--- config.mk ---
export PLATFORM = sky130hd
export DESIGN_NAME = hcs_top
export DESIGN_NICKNAME = d
export VERILOG_FILES = /design/src/hcs_pkg.sv /design/src/hcs_top.sv
export VERILOG_INCLUDE_DIRS = /design/src
export SDC_FILE = /design/constraint.sdc
export NUM_CORES = 1
export LEC_CHECK = 0
export BUFFER_PORTS_ARGS = -buffer_cell sky130_fd_sc_hd__buf_4
export CAP_MARGIN = 20
export CORE_ASPECT_RATIO = 1.1
export CORE_MARGIN = 5
export CORE_UTILIZATION = 48
export CTS_CLUSTER_DIAMETER = 60
export DETAILED_ROUTE_END_ITERATION = 12
export PLACE_DENSITY = 0.83
export SLEW_MARGIN = 30
export SYNTH_ARGS = -nofsm -noshare
export SYNTH_HDL_FRONTEND = slang
export SYNTH_SLANG_ARGS = --single-unit
--- constraint.sdc ---
create_clock -name CLK_IN -period 2 [get_ports CLK_IN]
set_input_delay 0.1 -clock CLK_IN [delete_from_list [all_inputs] [get_ports CLK_IN]]
set_output_delay 0.1 -clock CLK_IN [all_outputs]
set_load 0.01 [all_outputs]
--- src/hcs_defs.svh ---
`ifndef HCS_DEFS_SVH
`define HCS_DEFS_SVH

// ----------------------------------------------------------------
// Register map
// ----------------------------------------------------------------
`define HCS_STATUS_CMD_OFFSET 8'hf8
`define HCS_CFG_ACTIVE_BIT 0
`define HCS_SOFT_RESET_BIT 1

// ----------------------------------------------------------------
// Reset values
// ----------------------------------------------------------------
`define HCS_BYTE_RST 8'h00
`define HCS_PORTS_RST 4'h0
`define HCS_CNT_RST 4'h0
`define HCS_BIT_RST 1'h0

// ----------------------------------------------------------------
// Timing
// ----------------------------------------------------------------
`define HCS_CLK_MHZ 40
`define HCS_RELOAD_TIME_NS 100
// Least time, so round up to whole cycles
`define HCS_RELOAD_CYCLES \
    ((`HCS_RELOAD_TIME_NS * `HCS_CLK_MHZ + 999) / 1000)

`endif

--- src/hcs_pkg.sv ---
`default_nettype none
package hcs_pkg;

    // ------------------------------------------------------------
    // Sequencer states
    // ------------------------------------------------------------
    typedef enum logic [1:0]
    {
        HCS_ST_SAMPLE = 2'b00,
        HCS_ST_RUN = 2'b01,
        HCS_ST_RELOAD = 2'b10
    } hcs_state_e;

    // ------------------------------------------------------------
    // Whole state of the block
    // ------------------------------------------------------------
    typedef struct packed
    {
        hcs_state_e st;
        logic [3:0] cnt;
        logic soft_reset;
        logic cfg_active;
        logic [7:0] rdata;
        logic rvalid;
        logic connect_en;
        logic reload;
        logic pol;
        logic individual;
        logic full_mgmt;
        logic [3:0] batt_en;
        logic [3:0] pwr_en;
    } hcs_state_s;

endpackage
`default_nettype wire

--- src/hcs_top.sv ---
`timescale 1ns/10ps
`default_nettype none
`include "hcs_defs.svh"

module hcs_top
(
    input wire logic CLK_IN,
    input wire logic RST_IN,
    input wire logic [7:0] REG_ADDR_IN,
    input wire logic [7:0] REG_WDATA_IN,
    input wire logic REG_WR_IN,
    input wire logic REG_RD_IN,
    input wire logic CFG_MODE_ENTER_IN,
    input wire logic SHARED_POWER_SWITCH_SEL_IN,
    input wire logic PORT_POWER_MGMT_N_IN,
    input wire logic [3:0] BATTERY_CHARGE_STRAP_IN,
    input wire logic POWER_ENABLE_POLARITY_IN,
    input wire logic [3:0] PORT_POWER_REQ_IN,
    output logic [7:0] REG_RDATA_OUT,
    output logic REG_RVALID_OUT,
    output logic UPSTREAM_CONNECT_EN_OUT,
    output logic CFG_RELOAD_OUT,
    output logic [3:0] PORT_POWER_ENABLE_OUT,
    output logic [3:0] BATTERY_CHARGE_EN_OUT,
    output logic INDIVIDUAL_POWER_OUT,
    output logic FULL_POWER_MGMT_OUT
);

    // ------------------------------------------------------------
    // Helpers
    // ------------------------------------------------------------

    // Address decode, shared by the read and the write path
    function automatic logic reg_hit(input logic [7:0] addr);
        reg_hit = (addr == `HCS_STATUS_CMD_OFFSET);
    endfunction

    // ------------------------------------------------------------
    // State
    // ------------------------------------------------------------
    hcs_pkg::hcs_state_s cur;
    hcs_pkg::hcs_state_s next_cur;

    logic wr_hit;
    logic rd_hit;
    logic set_req;
    logic clr_req;
    logic [3:0] cnt_last;

    // Strobes decoded against the single mapped register
    assign wr_hit = REG_WR_IN & reg_hit(REG_ADDR_IN);
    assign rd_hit = REG_RD_IN & reg_hit(REG_ADDR_IN);
    assign set_req = wr_hit & REG_WDATA_IN[`HCS_SOFT_RESET_BIT];
    assign clr_req = wr_hit & REG_WDATA_IN[`HCS_CFG_ACTIVE_BIT];
    assign cnt_last = 4'(`HCS_RELOAD_CYCLES - 1);

    // ------------------------------------------------------------
    // Next-state logic
    // ------------------------------------------------------------

    // One pass computes the complete next state of the block
    always_comb
    begin
        logic [3:0] req;
        logic [3:0] on_lvl;
        req = `HCS_PORTS_RST;
        on_lvl = `HCS_PORTS_RST;
        next_cur = cur;
        next_cur.rvalid = 1'b0;

        // Read returns the value before any write in the same cycle
        if (REG_RD_IN)
        begin
            next_cur.rvalid = 1'b1;
            next_cur.rdata = `HCS_BYTE_RST;
            if (rd_hit)
            begin
                next_cur.rdata[`HCS_SOFT_RESET_BIT] = cur.soft_reset;
                next_cur.rdata[`HCS_CFG_ACTIVE_BIT] = cur.cfg_active;
            end
        end

        // Set beats clear, so a mode entry is never lost to a host write
        next_cur.cfg_active = (cur.cfg_active & ~clr_req)
            | CFG_MODE_ENTER_IN;

        // Connect only once the flag is known to be low
        next_cur.connect_en = ~next_cur.cfg_active;

        case (cur.st)
            hcs_pkg::HCS_ST_SAMPLE:
            begin
                // Straps are caught after reset release, never by reset
                next_cur.pol = POWER_ENABLE_POLARITY_IN;
                next_cur.individual = ~SHARED_POWER_SWITCH_SEL_IN;
                next_cur.full_mgmt = ~PORT_POWER_MGMT_N_IN;
                next_cur.batt_en = BATTERY_CHARGE_STRAP_IN;
                next_cur.st = hcs_pkg::HCS_ST_RUN;
            end
            hcs_pkg::HCS_ST_RUN:
            begin
                if (set_req)
                begin
                    next_cur.soft_reset = 1'b1;
                    next_cur.reload = 1'b1;
                    next_cur.cnt = `HCS_CNT_RST;
                    next_cur.st = hcs_pkg::HCS_ST_RELOAD;
                    // Configuration except the polarity strap returns to its reset contents
                    next_cur.individual = `HCS_BIT_RST;
                    next_cur.full_mgmt = `HCS_BIT_RST;
                    next_cur.batt_en = `HCS_PORTS_RST;
                end
            end
            hcs_pkg::HCS_ST_RELOAD:
            begin
                // Further writes of one are absorbed by the running reload
                if (cur.cnt == cnt_last)
                begin
                    next_cur.soft_reset = 1'b0;
                    next_cur.reload = 1'b0;
                    next_cur.cnt = `HCS_CNT_RST;
                    // Straps are taken again, as after a global reset
                    next_cur.st = hcs_pkg::HCS_ST_SAMPLE;
                end
                else
                begin
                    next_cur.cnt = cur.cnt + 4'h1;
                end
            end
            default:
            begin
                next_cur.st = hcs_pkg::HCS_ST_SAMPLE;
            end
        endcase

        // Shared_power_switch_sel mode powers every port from any request
        if (next_cur.individual)
        begin
            req = PORT_POWER_REQ_IN;
        end
        else
        begin
            req = {4{|PORT_POWER_REQ_IN}};
        end

        // Without power management ports stay powered
        if (!next_cur.full_mgmt)
        begin
            req = 4'hf;
        end

        // Nothing is powered in reload; after reset the enables sit low, on for an active-low strap, until the straps settle
        if (next_cur.st != hcs_pkg::HCS_ST_RUN)
        begin
            req = `HCS_PORTS_RST;
        end

        // Polarity folds in last so the request logic stays one form
        on_lvl = {4{next_cur.pol}};
        next_cur.pwr_en = ~(req ^ on_lvl);
    end

    // ------------------------------------------------------------
    // State register
    // ------------------------------------------------------------

    // Reset loads constants only; straps follow in the sample state
    always_ff @(posedge CLK_IN or posedge RST_IN)
    begin
        if (RST_IN)
        begin
            cur.st <= hcs_pkg::HCS_ST_SAMPLE;
            cur.cnt <= `HCS_CNT_RST;
            cur.soft_reset <= `HCS_BIT_RST;
            cur.cfg_active <= `HCS_BIT_RST;
            cur.rdata <= `HCS_BYTE_RST;
            cur.rvalid <= `HCS_BIT_RST;
            cur.connect_en <= `HCS_BIT_RST;
            cur.reload <= `HCS_BIT_RST;
            cur.pol <= `HCS_BIT_RST;
            cur.individual <= `HCS_BIT_RST;
            cur.full_mgmt <= `HCS_BIT_RST;
            cur.batt_en <= `HCS_PORTS_RST;
            cur.pwr_en <= `HCS_PORTS_RST;
        end
        else
        begin
            cur <= next_cur;
        end
    end

    // ------------------------------------------------------------
    // Outputs
    // ------------------------------------------------------------

    // Every output is a field of the state register
    assign REG_RDATA_OUT = cur.rdata;
    assign REG_RVALID_OUT = cur.rvalid;
    assign UPSTREAM_CONNECT_EN_OUT = cur.connect_en;
    assign CFG_RELOAD_OUT = cur.reload;
    assign PORT_POWER_ENABLE_OUT = cur.pwr_en;
    assign BATTERY_CHARGE_EN_OUT = cur.batt_en;
    assign INDIVIDUAL_POWER_OUT = cur.individual;
    assign FULL_POWER_MGMT_OUT = cur.full_mgmt;

endmodule

`default_nettype wire

# ---- Word level (Yosys, flattened, before mapping)
# Index checks and enable logic that the tools add are counted.
dict set report word_totals {
  regBits 24
  input_bits 32
}
dict set report classes {
  n_addsub 1
  n_eq_ne 7
  n_mux 16
  bitwise 12
  n_reduce_logical 7
}
# cell n
set op_table {}
lappend op_table {{2-to-1 mux 4 bit} 4}
lappend op_table {{case mux 6 bit (2 select lines)} 1}
lappend op_table {{case mux 5 bit (2 select lines)} 1}
lappend op_table {{== test 8 bit (second input constant)} 1}
lappend op_table {{2-to-1 mux 7 bit} 1}
lappend op_table {{2-to-1 mux 6 bit} 1}
lappend op_table {{case mux 2 bit (3 select lines)} 1}
lappend op_table {{AND 1 bit} 5}
lappend op_table {{adder 4 x 1 -> 4 bit (second input constant)} 1}
lappend op_table {{== test 4 x 2 -> 1 bit (second input constant)} 1}
lappend op_table {{2-to-1 mux 1 bit} 4}
lappend op_table {{2-to-1 mux 2 bit} 2}
lappend op_table {{!= test 2 bit (second input constant)} 2}
lappend op_table {{NOT 1 bit} 4}
lappend op_table {{NOT 4 bit} 1}
lappend op_table {{AND reduction 2 bit} 2}
lappend op_table {{nonzero test 2 bit} 2}
lappend op_table {{OR reduction 4 bit} 1}
lappend op_table {{XOR 4 bit} 1}
lappend op_table {{AND reduction 3 bit} 1}
lappend op_table {{== test 2 x 1 -> 1 bit (second input constant)} 1}
lappend op_table {{== test 2 bit (second input constant)} 1}
lappend op_table {{zero test 2 bit} 1}
lappend op_table {{!= test 2 x 1 -> 1 bit (second input constant)} 1}
lappend op_table {{other kinds (2)} 2}

# ---- Depth between registers and ports, before layout
dict set report logic_depth {
  word_depth 10
  ltp_mapped 5
}

# ---- Worst setup path before layout
# No wires, ideal clock.
dict set report synth_timing {
  path_kind {register to register}
  start {reg cur[29] (netlist name)}
  end {reg cur, in the netlist PORT_POWER_ENABLE_OUT[0]}
  setup_time_ns 0.087
  t_arrival_ns 1.671
  required_time_ns 1.913
  path_slack_ns 0.242
  stages_incl_launch_ff 6
  path_buffers 1
  synth_period_minus_slack_ns 1.758
  cell_sequence {dfrtp_1 > clkbuf_8 > nor2_1 > mux2i_1 > mux2_2 > o211ai_1}
}
# element line_no
set synth_lines {}
lappend synth_lines {{start: declaration} hcs_top.sv:41} ;# hcs_pkg::hcs_state_s cur;
lappend synth_lines {{start signal: assignment} hcs_top.sv:188} ;# cur <= next_cur;

==> metrics.cfg <==
[timing]
hold_viol_final = 0
timing.hold.ws_ns = 0.005973
setup_ws_ns = 0.2877
final-setup-viol-count = 0
max_slew.worst_pin.slew_ns = 0.5901
clock_skew_ns = 0.01305
fin_setup_tns_ns = 0
fmax_ghz = 0.5840
slew_viol_final = 0
rsz0062_at_grt = false
min_period_ns = 1.712
layout_worst_path_cycle_share = 0.8561
slew_headroom = 0.6036

[floorplanning]
initial_core_util = 0.4881
core_mm2 = 0.002728
io-pin-count = 53
rows = 20
fp.dieW_um = 60.22
die_h_um = 65.24
dieArea_mm2 = 0.003928

[routing]
viasPerCell = 5.712
drtAntennaViolNets = 0
firstDrtPassIters = 4
drcViolationCount = 0
vias = 1188
drtIter0Drc = 49
wirelength_um = 3143
avgRoutedWirePerCell_um = 15.11

[place]
place_hpwl_um = 2445
gp_congestion = 0.8016
portBuffers = 40
post-place-ws_ns = 0.2395

[run]
maxCapViolCount = 0

[critical_path]
path_cells = nor3_1, o32a_1, o2111ai_1, o211ai_1
crit_slowest_cell = nor3_1
startpoint_type = flip-flop
cp.required_ns = 2.24
critPathKind = reg -> reg
crit_fanout = 7
critPathTopFamily = compound AO/OA/AOI/OAI gates
critPathMaxStageDelay_ns = 0.54
end_kind = flip-flop
cp.buffers_inverters = 0
worstPathArrival_ns = 1.95

[synthesis]
yosys-top-cells-area = dfrtp_1 45%, buf_4 9.0%, o21ai_0 5.3%, o211ai_1 3.4%, a22o_1 2.6%
yosysMostFrequentCell = dfrtp_1
yosysSeqAreaShare = 0.4511
synth_top_area_cell = dfrtp_1
yosysTopAreaCellShare = 0.4511
synth_common_cells = 24 x dfrtp_1, 16 x buf_4, 14 x o21ai_0
ys_ff_latch = 24
synth_edf_count = 0
synthesis.area_mm2 = 0.001331
yosys.cell_types.count = 40
synth.avg_cell_area_um2 = 10.01
yosys_warnings = 0
synthArstFlopShare = 1.000
synthCells = 133
synthFlopType = dfrtp_1

[cts]
cts.clk_slew.worst_paths_ns = 0.15
cts_tree = done
cts_root_buf = clkbuf_4
clock_sinks = 24
cts_buffers = 3
clk_latency_ns = 0.32
clockBufferDepth = 2
ctsHtreeMaxLevel = 1
cts.repair.resized = 0

[layout]
regArea_um2 = 600.6
fillCellCount = 236
multiInputGateArea_um2 = 589.3
area_delta_synth_final_pct = 28.10
n_antenna_cell = 0
drive_gt1_frac = 0.3371
nets = 209

[grt]
grt_max_degree = 25
gr-total-overflow = 0
grt_pass1_wl_um = 5112
grt_pass1_vias = 1193
antenna_found_initial = 0
grtUsageTotal = 0.1690

[pwr]
powerDensity_mw_per_mm2 = 629.2
vdd.ir_drop.worst_mv = 0.4191
power_leakage_nw = 0.7733

[min_path]
hold_class = in -> reg

[run_status]
outcome = complete, no violations

-- cell type report --
type,instances,area share
clock buffers,3,0.01321
clock inverters,1,0.01761
inverters,5,0.01101
multi-input cells,90,0.3456
flip-flops and latches,24,0.3522
well taps,33,0.02421
repair buffers,52,0.2362
-- metrics by stage --
stage | power [W] | cell area [µm²] | utilization | instances
4_1_cts | 0.001069 | 1685 | 0.6179 | 206
3_3_place_gp | 0.0007093 | 1603 | 0.5876 | 199
3_5_place_dp | 0.0007177 | 1603 | 0.5876 | 199
2_1_floorplan | 0.0006469 | 1350 | - | 138
5_1_grt | 0.001123 | 1705 | 0.6252 | 208
6_report | 0.001073 | 1705 | 0.6252 | 208
-- per-layer routing --
layer,part of all wire,up-vias,track usage,routed length (µm)
met4,0.017,0,0.04432,53
met5,0,-,0,0
met2,0.51,46,0.3081,1596
met3,0.076,8,0.03143,238
li1,-,566,-,-
met1,0.40,568,0.1973,1255
-- cells in the final DEF (no fill, tap or decap), drive strengths merged, types with 5 or more instances in the layout --
cell type and count:
o21ai 14, dlygate4sd3 5, nor2 5, dfrtp 24
inv 5, buf 47, nand2 5, o211ai 6
conb 6, a31oi 5
-- worst reg2reg max path, cell delays in order, from the launching register on --
cell and delay (ns):
dfrtp_1 0.47, nor3_1 0.54, o32a_1 0.32, o2111ai_1 0.16, o211ai_1 0.14
-- repair_timing --
item                      in CTS  in global routing
buffers inserted               0                  0
hold endpoints to repair      29                  2
hold buffers                   3                  2
-- path summary, 6_finish.rpt --
check | start | end | slack, ns | cells past startpoint
max | cur[29] | PORT_POWER_ENABLE_OUT[1] | 0.29 | 4
min | BATTERY_CHARGE_STRAP_IN[0] | BATTERY_CHARGE_EN_OUT[0] | 0.006 | 2
max reg2reg | cur[29] | PORT_POWER_ENABLE_OUT[1] | 0.29 | 4
min reg2reg | cur[22] | UPSTREAM_CONNECT_EN_OUT | 0.49 | 1
max in group asynchronous | RST_IN | PORT_POWER_ENABLE_OUT[2] | 1.39 | 4
min in group asynchronous | RST_IN | BATTERY_CHARGE_EN_OUT[2] | 0.37 | 4
-- kinds of logic (layout without fill, tap and decap cells) --
family,after synthesis,count (layout),share of synthesized area
flops,24,24,0.4511
buf+inv,24,61,0.1203
compound gates,45,45,0.2293
mux,4,4,0.03195
simple gates,34,34,0.1551
other cells,1,6,0.002817
fa+ha+maj,1,1,0.009397
-- power breakdown --
part,internal (W),switching (W)
Clock,0.000203,0.000154
Combinational,0.000101,0.0000831
Sequential,0.000514,0.0000179
-- state kept, by name, indices dropped and copies added, names as in the netlist --
register                 flops
REG_RDATA_OUT                2
cur                          9
INDIVIDUAL_POWER_OUT         1
FULL_POWER_MGMT_OUT          1
UPSTREAM_CONNECT_EN_OUT      1
PORT_POWER_ENABLE_OUT        4
CFG_RELOAD_OUT               1
BATTERY_CHARGE_EN_OUT        4
REG_RVALID_OUT               1
Note: power is estimated with default switching activity, not from simulation.
